File: config.mk
export PLATFORM = sky130hd
export DESIGN_NAME = analog_power_down_control
export DESIGN_NICKNAME = d
export VERILOG_FILES = /design/src/analog_power_down_control.v
export VERILOG_INCLUDE_DIRS = /design/src
export SDC_FILE = /design/constraint.sdc
export NUM_CORES = 1
export LEC_CHECK = 0
export ABC_CLOCK_PERIOD_IN_PS = 2000
export BUFFER_PORTS_ARGS = -buffer_cell sky130_fd_sc_hd__buf_2
export CORE_MARGIN = 3
export CORE_UTILIZATION = 36
export DETAILED_ROUTE_END_ITERATION = 12
export GPL_TIMING_DRIVEN = 0
export PLACE_DENSITY = 0.61
export SYNTH_ARGS = -nofsm -noshare
export SYNTH_HDL_FRONTEND = slang
export SYNTH_SLANG_ARGS = --single-unit
File: constraint.sdc
create_clock -name mclk -period 2 [get_ports mclk]
set_input_delay 0.2 -clock mclk [delete_from_list [all_inputs] [get_ports mclk]]
set_output_delay 0.2 -clock mclk [all_outputs]
set_load 0.03 [all_outputs]
File: src/analog_pd_defines.vh
// constants for the analog power-down control block
`ifndef ANALOG_PD_DEFINES_VH
`define ANALOG_PD_DEFINES_VH

`define WAKE_POWER_STATE_ADDR 32'h40048234
`define RUN_POWER_STATE_ADDR  32'h40048238
`define PD_ADDR_WORD_LSB      2
`define PD_RESET_VALUE        16'hedf0
`define PD_REG_WIDTH          16
`define PD_CTRL_WIDTH         8
`define PD_RC_OUT_BIT         0
`define PD_RC_CORE_BIT        1
`define PD_NVM_BIT            2
`define PD_BROWNOUT_BIT       3
`define PD_CONVERTER_BIT      4
`define PD_CRYSTAL_BIT        5
`define PD_WATCHDOG_BIT       6
`define PD_PLL_BIT            7
`define PD_WAIT_WIDTH         4
`define PD_WAIT_STEP          4'h1

`endif

File: src/analog_power_down_control.v
// apb register block driving the analog power-down controls
`timescale 1ns/1ps
`include "analog_pd_defines.vh"

module analog_power_down_control #(
  parameter STOP_WAIT = 2
) (
  // clock and synchronous active-low reset
  input  wire        mclk,
  input  wire        rst_n,
  // apb slave port
  input  wire        psel,
  input  wire        penable,
  input  wire        pwrite,
  input  wire [31:0] paddr,
  input  wire [31:0] pwdata,
  output wire        pready,
  output reg  [31:0] prdata,
  output wire        pslverr,
  // asynchronous pins, each input passes a two-stage synchroniser
  input  wire        wake_event,
  input  wire        rc_clk_stopped,
  output reg         rc_clk_stop_req,
  // analog controls, high powers the block down
  output wire        rc_osc_output_off,
  output reg         rc_osc_core_off,
  output wire        nvm_array_off,
  output wire        brownout_detector_off,
  output wire        converter_off,
  output wire        crystal_osc_off,
  output wire        watchdog_osc_off,
  output wire        system_pll_off
);

  ////////////////////////////////////////////////////////////////////////
  // bus decode
  // apb word width; each register keeps only its low half
  localparam DATA_WIDTH = 32;
  localparam PAD_WIDTH  = DATA_WIDTH - `PD_REG_WIDTH;

  function is_addr;
    input [31:0] a;
    input [31:0] target;
    begin
      is_addr = (a[31:`PD_ADDR_WORD_LSB] == target[31:`PD_ADDR_WORD_LSB]);
    end
  endfunction

  wire acc      = psel & penable;
  wire hit_wake = is_addr(paddr, `WAKE_POWER_STATE_ADDR);
  wire hit_run  = is_addr(paddr, `RUN_POWER_STATE_ADDR);
  assign pready  = 1'b1;
  // no wait states: every register is a plain flop
  // unmapped addresses answer with an error and read zero
  assign pslverr = acc & ~(hit_wake | hit_run);

  ////////////////////////////////////////////////////////////////////////
  // registers and pin synchronisers
  reg [`PD_REG_WIDTH-1:0]  run_reg;
  reg [`PD_REG_WIDTH-1:0]  wake_reg;
  reg [`PD_REG_WIDTH-1:0]  run_next;
  reg [1:0]                wake_sync_reg;
  reg                      wake_seen_reg;
  reg [1:0]                stop_sync_reg;
  reg [`PD_WAIT_WIDTH-1:0] wait_reg;

  // only the second stage of each synchroniser is read by logic
  wire wake_pulse = wake_sync_reg[1] & ~wake_seen_reg;
  wire rc_stopped = stop_sync_reg[1];

  // write strobes, qualified by the access phase
  wire wr_run   = acc & pwrite & hit_run;
  wire wr_wake  = acc & pwrite & hit_wake;
  // read data is captured in setup so it stands for the whole access
  wire rd_setup = psel & ~penable & ~pwrite;

  // a wake load beats a run write in the same cycle; that write is lost
  always @* begin
    if (wake_pulse)
      run_next = wake_reg;
    else if (wr_run)
      run_next = pwdata[`PD_REG_WIDTH-1:0];
    else
      run_next = run_reg;
  end

  always @(posedge mclk) begin
    if (!rst_n) begin
      run_reg       <= `PD_RESET_VALUE;
      wake_reg      <= `PD_RESET_VALUE;
      wake_sync_reg <= 2'h0;
      wake_seen_reg <= 1'b0;
      stop_sync_reg <= 2'h0;
    end else begin
      wake_sync_reg <= {wake_sync_reg[0], wake_event};
      wake_seen_reg <= wake_sync_reg[1];
      stop_sync_reg <= {stop_sync_reg[0], rc_clk_stopped};
      run_reg       <= run_next;
      if (wr_wake)
        wake_reg <= pwdata[`PD_REG_WIDTH-1:0];
    end
  end

  ////////////////////////////////////////////////////////////////////////
  // read data, upper half zero
  function [DATA_WIDTH-1:0] pad_word;
    input [`PD_REG_WIDTH-1:0] r;
    begin
      pad_word = {{PAD_WIDTH{1'b0}}, r};
    end
  endfunction

  always @(posedge mclk) begin
    if (!rst_n) begin
      prdata <= {DATA_WIDTH{1'b0}};
    end else if (rd_setup) begin
      if (hit_run)
        prdata <= pad_word(run_reg);
      else if (hit_wake)
        prdata <= pad_word(wake_reg);
      else
        prdata <= {DATA_WIDTH{1'b0}};
    end
  end

  ////////////////////////////////////////////////////////////////////////
  // direct outputs
  // every control but the rc core follows the register with no delay
  assign rc_osc_output_off     = run_reg[`PD_RC_OUT_BIT];
  assign nvm_array_off         = run_reg[`PD_NVM_BIT];
  assign brownout_detector_off = run_reg[`PD_BROWNOUT_BIT];
  assign converter_off         = run_reg[`PD_CONVERTER_BIT];
  assign crystal_osc_off       = run_reg[`PD_CRYSTAL_BIT];
  assign watchdog_osc_off      = run_reg[`PD_WATCHDOG_BIT];
  assign system_pll_off        = run_reg[`PD_PLL_BIT];

  ////////////////////////////////////////////////////////////////////////
  // rc core: stop the clock cleanly before cutting power
  // cutting power under a running clock could leave a runt pulse on it,
  // so power is cut only after the gate reports a clean stop; a gate
  // that never answers keeps the core powered, which is the safe side

  // state codes of the rc core power-down sequence
  localparam ST_ON   = 2'h0;
  localparam ST_STOP = 2'h1;
  localparam ST_OFF  = 2'h2;
  localparam [`PD_WAIT_WIDTH-1:0] STOP_WAIT_CNT =
    STOP_WAIT[`PD_WAIT_WIDTH-1:0];
  localparam [`PD_WAIT_WIDTH-1:0] WAIT_STEP = `PD_WAIT_STEP;

  reg [1:0]                state_reg;
  reg [1:0]                state_next;
  reg                      stop_req_next;
  reg                      core_off_next;
  reg [`PD_WAIT_WIDTH-1:0] wait_next;
  wire                     want_off = run_reg[`PD_RC_CORE_BIT];
  wire                     settled  = (wait_reg == STOP_WAIT_CNT);

  always @* begin
    state_next    = state_reg;
    stop_req_next = rc_clk_stop_req;
    core_off_next = rc_osc_core_off;
    wait_next     = wait_reg;
    case (state_reg)
      ST_ON: begin
        if (want_off) begin
          stop_req_next = 1'b1;
          wait_next     = {`PD_WAIT_WIDTH{1'b0}};
          state_next    = ST_STOP;
        end
      end
      ST_STOP: begin
        if (!want_off) begin
          // software changed its mind before the core was powered down
          stop_req_next = 1'b0;
          state_next    = ST_ON;
        end else if (rc_stopped) begin
          if (settled) begin
            core_off_next = 1'b1;
            state_next    = ST_OFF;
          end else begin
            wait_next = wait_reg + WAIT_STEP;
          end
        end
      end
      ST_OFF: begin
        if (!want_off) begin
          // power returns and the clock is released in the same cycle
          core_off_next = 1'b0;
          stop_req_next = 1'b0;
          state_next    = ST_ON;
        end
      end
      default: begin
        state_next    = ST_ON;
        stop_req_next = 1'b0;
        core_off_next = 1'b0;
      end
    endcase
  end

  always @(posedge mclk) begin
    if (!rst_n) begin
      state_reg       <= ST_ON;
      rc_clk_stop_req <= 1'b0;
      rc_osc_core_off <= 1'b0;
      wait_reg        <= {`PD_WAIT_WIDTH{1'b0}};
    end else begin
      state_reg       <= state_next;
      rc_clk_stop_req <= stop_req_next;
      rc_osc_core_off <= core_off_next;
      wait_reg        <= wait_next;
    end
  end

endmodule

After elaboration in Yosys (flattened, before gate mapping):

Index checks and enable logic that the tools add are counted.

* register bits after elaboration: 77
* logic and storage cells: 69
* input port bits: 71
* output and inout bits: 43

* add/sub/neg operators: 1
* reduce and logical (&&, ||, !) cells: 8
* mux-type cells: 22
* bitwise logic cells: 14
* eq/ne operators: 14

Operator list (number)
* $mux W16: 4
* $eq A30 B29 Y1 const B: 2
* $mux W4: 4
* $ne A2 B2 Y1 const B: 7
* $mux W2: 5
* $reduce_and A5 Y1: 2
* $and A1 B1 Y1: 8
* $pmux W4 S2: 1
* $ne A3 B3 Y1 const B: 2
* $pmux W2 S3: 1
* $mux W1: 5
* $not A1 Y1: 5
* $add A4 B1 Y4 const B: 1
* $eq A4 B2 Y1 const B: 1
* $reduce_and A4 Y1: 1
* $reduce_bool A2 Y1: 2
* $pmux W1 S3: 1
* $eq A2 B1 Y1 const B: 1
* $eq A2 B2 Y1 const B: 1
* $logic_not A2 Y1: 1
* $pmux W1 S2: 1
* $reduce_and A2 Y1: 1
* $reduce_or A2 Y1: 1
* $or A1 B1 Y1: 1

Logic depth before layout (Yosys ltp):

Gate-level depths: netlist of the first run.

* word-level depth: 5
* gate-level depth with buffers: 6
* gate-level depth less buffers: 6

Worst setup path after synthesis of the first run:

Ideal clock, no wire load.

* path type: input-to-reg
* start point: input port paddr[13]
* end point: register prdata[0]
* stages on the path: 6
* path buffers: 2
* data required time: 1.930 ns
* library setup time: 0.070 ns
* arrival: 1.988 ns
* slack: -0.058 ns
* path through: or4_4 -> or3_1 -> buf_6 -> buf_6 -> or4_1 -> a21oi_1

* cells in the longest elaborated chain, start to end: 3
* elaborated cells on any way between the ends: 4
* those cells by class: eq/ne (2); mux (2)

Ends and longest elaborated chain
* start: declaration: RTL line analog_power_down_control.v:15 `input wire [31:0] paddr,`
* $eq A30 B29 Y1: RTL line analog_power_down_control.v:45 `` is_addr = (a[31:`PD_ADDR_WORD_LSB] == target[31:`PD_ADDR_WORD_LSB]); ``
* $mux W16: RTL line analog_power_down_control.v:119 `else if (hit_wake)`
* $mux W16 (*): RTL line analog_power_down_control.v:117 `if (hit_run)`
* end signal: assignment: RTL line analog_power_down_control.v:118 `prdata <= pad_word(run_reg);`
* end signal: assignment: RTL line analog_power_down_control.v:120 `prdata <= pad_word(wake_reg);`
* end signal: assignment: RTL line analog_power_down_control.v:122 `prdata <= {DATA_WIDTH{1'b0}};`
* end: declaration: RTL line analog_power_down_control.v:18 `output reg [31:0] prdata,`

Mark *: on every way between the ends. The rest lies on a longest branch, timed or not.
A chain may end at the register's enable or synchronous reset.

Final worst setup path of the first run:

* start point: input port paddr[16]
* end point: output port pslverr

* cells in the longest elaborated chain, start to end: 4
* elaborated cells on any way between the ends: 5
* those cells by class: eq/ne (2); bitwise (3)

Ends and longest elaborated chain
* $eq A30 B29 Y1: RTL line analog_power_down_control.v:45
* $or A1 B1 Y1 (*): RTL line analog_power_down_control.v:55 `assign pslverr = acc & ~(hit_wake | hit_run);`
* $not A1 Y1 (*): RTL line analog_power_down_control.v:55
* $and A1 B1 Y1 (*): RTL line analog_power_down_control.v:55
* end: declaration: RTL line analog_power_down_control.v:19 `output wire pslverr,`

Marks and branches as above.

==> results.txt, run 1 <==
The run finished with clean final reports. Clock tree synthesis found a total of 61 sinks. The clock passes through at most 2 buffers.

In the post-synthesis netlist, the biggest area contributors are dfxtp_1 (36%), a211oi_1 (6.0%), nand2_1 (5.3%), mux2i_1 (4.8%), a21oi_1 (4.3%). The standard-cell row count came out at 34. Final hold analysis gives a worst-case slack of 0.0683 ns. The nature of the critical path endpoint is an output port.

The total setup violations reported at the end of the flow is 0. The first-pass GRT wire length is 15.3 mm. The largest clock skew in the final design came out at around 0.0042 ns. The port buffer count came out at 77. TritonCTS built the clock tree. For this design, the slowest cell found on the critical path is or4_4. The maximum level of the CTS H-tree came out at 3.

Pin placement for this block handled between 100 and 150 I/O pins. By startpoint and endpoint, the worst setup path is classified as in -> out. For this run, the total global-route usage over all layers was measured as 0.184.

The power after layout came out at 2.55 mW. After floorplanning, the core was sized to cover 8890 µm². The number of detailed-route iterations in the first pass is 6. The die is a little over 100 µm wide. The total congestion overflow after global routing is 0. The remaining design rule violation count is 0. Once layout is complete, the utilization of the core stands at 0.470. The share of synthesized area in the top cell type comes to 0.364. Traced cell by cell, the critical path runs through buf_2, or4_4, or3_4, buf_6, nor2_2, a21oi_2, buf_6.

Counting stages on the worst path, the most repeated cell is buf_6. The initial antenna violation count came to 0. The timing-limited maximum frequency is 511 MHz.

The maximum number of pins on one net before global-route repair is 11. For the pin with the worst max-slew slack, the measured transition is 0.606 ns. Yosys mapped the design onto 50 distinct sky130hd cell types. During synthesis, Yosys emitted a total of 0 warnings. For this block, the initial DRC count from the detailed router was 204. The dominant register cell in the synthesized netlist is dfxtp_1.

The number of hold violations in the final report is 0. Of all cell types, the one taking the most synthesized area is dfxtp_1. In this run the mean area of a mapped cell was 8.21 µm². The clock-pin slew on the worst setup and hold paths is 0.07 ns.

For this block, the routed nets add up to 9.63 mm of wire. The number of nets in the final layout came out at between 500 and 600. The quantity of hold-fixing buffers added after cts came out at 0. The share of the Yosys chip area taken by registers is 0.364. The average via count per standard cell is 5.30. The total non-filler cell area in the finished layout is around 4200 µm². The detail-routed net length per standard cell is 15.4 µm. dfxtp_1 is the most common cell in the netlist. The cell family contributing the most delay on the critical path is simple AND/OR/NAND/NOR gates. The half-perimeter wire length after detailed placement came out at just over 7 mm. The number of global-route vias before repair came to 3,183. The final-report max-slew violation count is 0. Of all nets on the critical path, the largest fanout is 6. The kind of path behind the tightest hold check is in -> reg. The number of buffers added by the clock tree synthesis step is 9. On the worst path, the slowest cell contributes a delay of 0.55 ns. The total standard cell area after synthesis is 3360 µm².

The latest clock arrival within the worst-skew pair came out at 0.33 ns. Together, buffers and inverters on the worst path number 3. Counting flops and latches in the post-synthesis netlist gives 61. The final critical-path share of the clock period came out at 0.978. The ratio of total power to cell area came out at 610 nW/µm². The fraction of final layout cells sized beyond drive strength 1 came out at 0.268. The fill cell instance count of the final layout is 915. After layout, the minimum clock period comes to 1.96 ns. The total die area is between 10,000 and 15,000 µm².

The reported leakage power came out at 1.64 nW. The data arrival at the endpoint of the critical path is roughly 1.8 ns. The final weighted congestion in routability-driven placement is ~0.85. The initial utilization of the core area, before any placement, comes to 0.378. The cell area after placement is 3940 µm². The final route contains roughly 3,300 vias. In the synthesized netlist, the number of instances is 409.

The layout-stage area growth over the synthesis result came out at 24.4%. STA puts the critical path data required time at 1.80 ns. The die is 103 µm tall. The max-capacitance violation count came out at 0.

Clock tree synthesis selected as its root buffer the cell clkbuf_8. Counting flops with an async set or reset pin after synthesis yields a share of 0. The number of enable-type register cells in the synthesized netlist came out at 0.

The largest voltage drop on the vdd net came out at around 250 µV. The number of nets with antenna violations after routing came out at 0. The worst pin sits at a relative slew slack of 0.596. The antenna diode instance count came out at 0. By count the netlist is led by dfxtp_1 (61), nand2_1 (47), nor2_1 (38).

The worst setup path is launched from a primary input.
placed cells by master, fill, tap and decap left out, types with 3 or more instances in the layout:
master	n
buf_2	78
dfxtp_1	61
nand2_1	47
nor2_1	37
a21oi_1	28
a211oi_1	27
clkbuf_1	25
buf_4	20
or4_1	17
conb_1	17
a22oi_1	16
mux2i_1	16
inv_1	10
clkbuf_8	10
o21ai_0	9
and2_1	8
nor3_1	8
o21a_1	8
o21ba_2	7
a221o_1	6
ha_1	5
nor4_1	4
nor2b_1	4
clkbuf_2	4
buf_6	3
nand2b_1	3
o22ai_1	3
a221oi_1	3
nand3_1	3
where the power goes:
group	total [mW]	internal (mW)	switching [mW]
clock network	1.05	0.595	0.460
registers	1.22	1.22	0.00157
logic	0.277	0.102	0.174
total	2.55	1.92	0.635
final timing paths:
kind / start / endpoint / slack (ns) / depth (start not counted)
worst max register to register: state_reg[0] / wait_reg[1] / 0.14 / 6
worst min register to register: stop_sync_reg[0] / stop_sync_reg[1] / 0.44 / 1
worst max-delay path: paddr[16] / pslverr / 0.04 / 7
worst min-delay path: rc_clk_stopped / stop_sync_reg[0] / 0.07 / 2
cell type report:
class,count,area (µm²),area share
Timing Repair Buffer,82,424,0.101
Tap cell,108,135,0.0323
Buffer,48,264,0.0632
Clock buffer,12,145,0.0347
Clock inverter,2,35.0,0.00838
Multi-Input combinational cell,303,1910,0.458
Inverter,11,41.3,0.00988
Sequential cell,61,1220,0.292
through the flow:
step	setup slack, ns	std cells	setup TNS [ns]
after floorplan	0.00362	424	0
after global placement	-0.455	609	-9.87
after detailed placement	-0.423	609	-10.57
after CTS	0.000527	625	0
after global routing	-0.00742	627	-0.00742
final	0.0443	627	0
routing by layer:
| layer | vias to the layer above | wire length, µm | GRT usage |
|---|---|---|---|
| met5 | - | 0 | 0 |
| met4 | 0 | 123 | 0.0545 |
| met3 | 14 | 530 | 0.0284 |
| met2 | 100 | 4650 | 0.305 |
| met1 | 1535 | 4330 | 0.246 |
| li1 | 1672 | - | - |
cells by family (layout without fill, tap and decap cells):
logic type,after synthesis,count (layout),synth area share
AND/OR/NAND/NOR,150,150,0.235
AO/OA/AOI/OAI,114,114,0.237
flip-flops,61,61,0.364
buffers and inverters,60,155,0.0931
multiplexers,17,17,0.0510
adder cells (fa/ha/maj),5,5,0.0186
other,2,17,0.00224
repair_timing:
item	CTS	global route
buffers inserted	2	2
gates cloned	0	1
pin swaps	1	3
resized for setup	2	12
setup endpoints to repair	11	23
(Power assumes the default switching activity.)
==> run 2, diff against run 1 <==
--- a/config.mk
+++ b/config.mk
@@ -8,11 +8,13 @@
 export LEC_CHECK = 0
 export ABC_CLOCK_PERIOD_IN_PS = 2000
 export BUFFER_PORTS_ARGS = -buffer_cell sky130_fd_sc_hd__buf_2
+export CORE_ASPECT_RATIO = 0.5
 export CORE_MARGIN = 3
 export CORE_UTILIZATION = 36
 export DETAILED_ROUTE_END_ITERATION = 12
 export GPL_TIMING_DRIVEN = 0
 export PLACE_DENSITY = 0.61
+export SETUP_SLACK_MARGIN = 0.5
 export SYNTH_ARGS = -nofsm -noshare
 export SYNTH_HDL_FRONTEND = slang
 export SYNTH_SLANG_ARGS = --single-unit
==> constraint.sdc (replaced) <==
create_clock -name mclk -period 2 [get_ports mclk]
set_input_delay 0.1 -clock mclk [delete_from_list [all_inputs] [get_ports mclk]]
set_output_delay 0.1 -clock mclk [all_outputs]
set_load 0.03 [all_outputs]
==> run 2 against run 1 <==
First-iteration DRC count grew 4.9%. Die area grew 0.67%. Highest routed layer unchanged. Worst setup slack gained 0.22 ns. Critical path depth grew 1. Combinational power grew 8.3%.
==> results.txt, run 2 (same netlist as run 1, synthesis figures left out) <==
The reported net switching power came out at 709 µW. The root cell of the clock tree is clkbuf_16. The congestion estimate from routability-driven global placement came to 0.840.

The worst setup path is launched from a primary input. In the layout the commonest cells are buf_2 (77), dfxtp_1 (56), nand2_1 (47). For this design the static power due to leakage is 1.82 nW. The global routing usage summed across all routing layers is 0.198. The initial antenna violation count came out at 0. The library cell used most frequently in the layout, excluding fill and tap cells, is buf_2. The layout-stage area growth over the synthesis result came out at 37.5%.

At the worst endpoint, the required time is 2.26 ns. At the pin with the least slew margin, the transition time is 0.694 ns. Clock skew on the completed layout was measured at 0.00597 ns.

The antenna diode instance count came out at 0. Setup repair after global routing could not meet its margin everywhere. The final wirelength is 10.5 mm. IR analysis of the VDD net gives a maximum drop of 350 µV. Summed over all layers, the global routing overflow is 0.

The number of clock sinks is 61. The fill cell instance count of the final layout came out at 863. The worst setup path is captured at a flop. The maximum single-stage delay on the critical path is 0.53 ns.

The end-of-flow core utilization came out at 0.520. The standard-cell row count came out at 24. Walking the worst path, the cells encountered are buf_6, or4_4, or3_4, buf_6, buf_6, buf_4, or4_1, a21oi_1. The placeable core region came out at just under 9000 µm².

After detailed routing, the average wire length per cell comes to 16.2 µm. The fraction of final layout cells sized beyond drive strength 1 came out at 0.362. The number of violations reported at the end of detailed-routing iteration 0 came out at roughly 210. Counting I/O delays and the setup requirement, the final critical path takes roughly 1.7 ns. The total buffers and inverters traversed by the critical path came out at 4. Among the stages of the critical path, the cell type that occurs most often is buf_6.

The number of detailed-route iterations in the first pass is 5. The clock share of power is 0.467. Clock latency on the worst-skew pair, taken at its later pin, is 0.33 ns. The average via count per standard cell came out at between 5 and 6. The ratio of total power to cell area came out at 619 nW/µm². The largest fanout on the critical path came out at 7. The maximum buffer depth of the clock tree came out at 2. The share of total power dissipated in sequential elements is 0.428.

Of the available clock period, the critical path in the final layout requires 0.868. The number of global-route vias before repair was 3,193. Entering global routing, the biggest net connects 11 pins.

Clock tree synthesis inserted a total of 9 buffers. For this configuration, the core starts out at a cell density of 0.378. The number of hold violations in the final report came out at 0.

For this run, design rule violations remaining after detail routing come to 0. For this block, the via count after detailed routing is between 3,000 and 4,000. The number of nets with antenna violations after routing is 0. On the critical path the largest part of the delay comes from simple AND/OR/NAND/NOR gates.

Setup violations remaining at the end of the flow were counted as 0. The timing-limited maximum frequency is 576 MHz. Across all hold checks on the routed design, the worst slack comes to between 0.03 and 0.04 ns.

The total die area came out at 10,600 µm². The area of the multi-input gates came out at 2110 µm². The port buffer count is 77. Cell internal power was estimated by the tool at roughly 2.1 mW. The critical path is of the in -> reg type. The max-capacitance violation count came out at 0. The final-report max-slew violation count is 0.

Of the total power, the share spent switching nets is 0.248. The top-level port count is 114. The overall die height is approximately 74 µm. The half-perimeter wire length after detailed placement is 7.16 mm. The clock-pin slew on the worst setup and hold paths came out at 0.05 ns.

The path class of the tightest hold or removal check is in -> reg. The slowest stage of the critical path is the or4_4 cell. In this run the number of H-tree levels came out at 3. In the final layout, flip-flops and latches occupy 1230 µm².

The headroom to the max-slew limit is 0.538. The combinational power share is 0.105. The run finished with clean final reports.

The first global-routing pass estimated 16.3 mm of wire. The TritonCTS clock tree is built. The number of nets in the final layout is around 600.

The width of the die is 143 µm. The data arrival at the endpoint of the critical path is 2.00 ns.
-- run 2: final timing paths --
check	startpoint	end	slack (ns)	cells after the start
max	paddr[13]	prdata[7]	0.26	8
min reg2reg	wake_sync_reg[0]	wake_sync_reg[1]	0.43	1
min	pwdata[9]	wake_reg[9]	0.03	3
max reg2reg	wait_reg[1]	wait_reg[1]	0.42	6
-- run 2: cell type report --
class | count | share of cell area
timing repair buffer | 93 | 0.118
inverter | 11 | 0.00894
multi-input combinational | 303 | 0.457
tap | 117 | 0.0317
clock buffer | 11 | 0.0504
buffer | 49 | 0.0648
sequential | 61 | 0.266
clock inverter | 3 | 0.00325
-- run 2: tightest hold or removal path: cells and delay by family --
kind / cells / cell delay (ns)
buffers and inverters: 1 / 0.11
multiplexers: 1 / 0.06
AND/OR/NAND/NOR: 1 / 0.05
-- run 2: power groups by stage --
stage / sequential, mW / combinational [mW] / clock, mW
floorplan: 1.25 / 0.175 / 0
detailed placement: 1.25 / 0.277 / 0
global placement: 1.25 / 0.276 / 0
finish: 1.22 / 0.300 / 1.33
global route: 1.22 / 0.323 / 1.43
CTS: 1.22 / 0.289 / 1.37
-- run 2: metrics by stage --
step	instance area [µm²]	worst slack (ns)	power, mW	TNS [ns]	cells
6_report	4620	0.263	2.86	0	648
2_1_floorplan	3470	0.148	1.42	0	424
3_5_place_dp	4010	-0.247	1.52	-4.71	618
3_3_place_gp	4010	-0.274	1.52	-5.59	618
5_1_grt	4620	0.244	2.98	0	648
4_1_cts	4490	0.265	2.88	0	645
-- run 2: timing repair --
item | 4_1_cts | 5_1_grt
setup buffers | 10 | 2
hold buffers | 2 | 0
pin swaps | 20 | 12
setup endpoints to repair | 53 | 55
cloned | 1 | 1
endpoints found under the hold margin | 2 | 0
gates resized for setup | 42 | 28
-- run 2: per-layer routing --
| layer | global-route usage | vias to the layer above | share of wire |
|---|---|---|---|
| met5 | 0 | - | 0 |
| met4 | 0.0674 | 0 | 0.015 |
| li1 | - | 1696 | - |
| met3 | 0.0514 | 17 | 0.061 |
| met2 | 0.311 | 93 | 0.44 |
| met1 | 0.268 | 1573 | 0.48 |
==> run 3, diff against run 2 <==
--- a/config.mk
+++ b/config.mk
@@ -10,10 +10,10 @@
 export BUFFER_PORTS_ARGS = -buffer_cell sky130_fd_sc_hd__buf_2
 export CORE_ASPECT_RATIO = 0.5
 export CORE_MARGIN = 3
-export CORE_UTILIZATION = 36
+export CORE_UTILIZATION = 46
 export DETAILED_ROUTE_END_ITERATION = 12
 export GPL_TIMING_DRIVEN = 0
-export PLACE_DENSITY = 0.61
+export PLACE_DENSITY = 0.75
 export SETUP_SLACK_MARGIN = 0.5
 export SYNTH_ARGS = -nofsm -noshare
 export SYNTH_HDL_FRONTEND = slang
==> run 3 against run 2 <==
First-iteration DRC count increased by 57%. Clock skew is 0.0014 ns lower. Sequential cell count unchanged. Routed wire length barely moved. Global-route usage grew 5.0 points. Worst hold slack worse by 0.013 ns. Die area down 20%. Critical endpoint is now wake_reg[3]. Highest routed layer unchanged.
==> results.txt, run 3 (same netlist as run 1, synthesis figures left out) <==
The initial antenna violation count came out at 0. The maximum number of pins on one net before global-route repair came out at 11. In this run the cell area measured after placement is 3980 µm². The switching portion of total power is 0.238. The number of nets in the final layout is between 600 and 700. The final-report max-slew violation count is 0. The peak-usage layer in the global routing report is met2. The power after layout came out at roughly 3.1 mW. The final critical-path share of the clock period came out at 0.862.

The kind of path behind the tightest hold check is in -> reg. The region available for standard cell placement spans 6880 µm². From synthesis to final layout, the design area changed by 41.9%. The initial core utilization came out at 0.488. The H-tree was split into 3 levels. Adding up every negative setup slack in the final design gives 0 ns.

The number of global-route vias before repair came out at approximately 3,300. The smallest setup slack after layout is 0.275 ns. The TritonCTS clock tree is built. Measured along the y axis, the die boundary spans 66.4 µm. The die is between 100 and 150 µm wide.

Setup violations remaining at the end of the flow were counted as 0. The sequential group share of total power came out at 0.390. The setup path with the least slack is of type in -> reg. The largest voltage drop on the vdd net is 489 µV. The end-of-flow core utilization came out at 0.692. The combinational power share is 0.096. After detailed routing, the average wire length per cell comes to 16.8 µm. The post-placement worst setup slack came out at -0.268 ns. The met3 track demand over resource in global routing is 0.0718. The shortest clock period the worst path allows after layout came out at 1.72 ns. After routing the design area is 4770 µm². Setup repair after global routing could not meet its margin everywhere. The number of nets with antenna violations after routing came out at 0. For this run, global-route usage on met1 was measured as 0.314. The required arrival time at the worst endpoint came out at ~2.3 ns. Once placement completed, the tool counted placed cells totaling 593. The number of violations reported at the end of detailed-routing iteration 0 is 335.

The worst setup path is launched from a primary input. Dividing the detail-routed via count by the number of cells gives 5.58. The number of clock sinks is 61. The antenna diode instance count came out at 0. The reported net switching power is approximately 750 µW. The top-level port count came out at roughly 110. The largest fanout on the critical path is 6.

The final layout contains routed wiring with a total length of around 10 mm. Fill cells in the final layout number 541. The ratio of total power to cell area is 659 nW/µm².

The number of standard cells in the final layout excluding fillers is roughly 630. The floorplan step defined a die boundary enclosing 8430 µm². The latest clock arrival within the worst-skew pair came out at 0.34 ns. The clock share of power came out at 0.514. The remaining design rule violation count is 0. The largest clock skew in the final design is 0.00460 ns. The number of hold violations in the final report is 0. STA classifies the critical path endpoint as a flop.

The total congestion overflow after global routing is 0. Based on the critical path, the design can be clocked at up to 580 MHz. At the pin with the least slew margin, the transition time is 0.653 ns. The data arrival at the endpoint of the critical path is 1.99 ns. The standard-cell row count is 21. After clock tree synthesis, the clock-pin slew on the worst setup and hold paths is ~0.05 ns. Before antenna repair, the detailed router went through 5 iterations. The worst hold margin is approximately 0.019 ns.

The analysis attributes to cell leakage a power of 1.90 nW. The tool flagged a number of max-cap violations equal to 0. Leaving out fill and tap cells, the most frequent cells in the layout are buf_2 (77), dfxtp_1 (56), nand2_1 (47). The flow ran to the end, and the final reports show no timing, DRC or antenna violations. The most common cell after layout, fill and taps aside is buf_2. The number of buffers added by the clock tree synthesis step is 9. The port buffer count is 77. The first-pass GRT wire length came out at between 15 and 20 mm. The maximum buffer depth of the clock tree is 2. The internal power is 2.39 mW. The half-perimeter wire length after detailed placement is 6.78 mm.

The headroom to the max-slew limit came out at 0.565. Summing over every cut layer, the via total after detailed routing is between 3,000 and 4,000. The final weighted congestion in routability-driven placement is 0.857. In the final layout, the share of cells above drive strength 1 is 0.412. The global routing usage summed across all routing layers came out at 0.248. The root cell of the clock tree is clkbuf_16. The routing usage on met2 is 0.417.
-- run 3: cell types whose count changed in the layout (fill, tap and decap cells not counted), sizes merged --
cell    change
buf         +2
bufinv      +1
-- run 3: worst paths after layout --
path	startpoint	end	slack (ns)	cells after the start
max	paddr[16]	wake_reg[3]	0.28	8
min	pwdata[12]	wake_reg[12]	0.02	3
max reg2reg	wait_reg[0]	wait_reg[0]	0.44	6
min reg2reg	wake_sync_reg[0]	wake_sync_reg[1]	0.44	1
-- run 3: layout make-up --
cell class	count	area, µm²	share of cell area
multi-input combinational	303	2180	0.457
clock buffer	12	267	0.0559
tap	92	115	0.0241
clock inverter	4	45.0	0.00945
buffer	49	302	0.0633
inverter	11	41.3	0.00866
sequential	61	1230	0.257
timing repair buffer	94	589	0.124
-- run 3: timing repair --
action	CTS	global route
hold endpoints to repair	2	0
buffers inserted	9	3
hold buffers	2	0
pin swaps	21	14
gates resized for setup	57	42
cloned	2	1
endpoints found under the setup margin	54	54
-- run 3: power by group through the flow --
| stage | Sequential (mW) | Clock (mW) | Combinational, mW |
|---|---|---|---|
| floorplan | 1.25 | 0 | 0.175 |
| global placement | 1.25 | 0 | 0.271 |
| detailed placement | 1.25 | 0 | 0.273 |
| CTS | 1.22 | 1.63 | 0.286 |
| global route | 1.22 | 1.68 | 0.323 |
| finish | 1.22 | 1.62 | 0.301 |
-- run 3: layer usage --
| layer | vias to the layer above | share of wire |
|---|---|---|
| li1 | 1689 | - |
| met1 | 1643 | 0.43 |
| met2 | 150 | 0.46 |
| met3 | 12 | 0.095 |
| met4 | 0 | 0.011 |
| met5 | - | 0 |
-- run 3: worst max-delay path, stage by stage --
cell and delay, ns:
buf_6 0.09, or4_4 0.54, or3_1 0.33, buf_6 0.14, buf_6 0.13, nor3_4 0.27, buf_6 0.20, mux2i_1 0.18
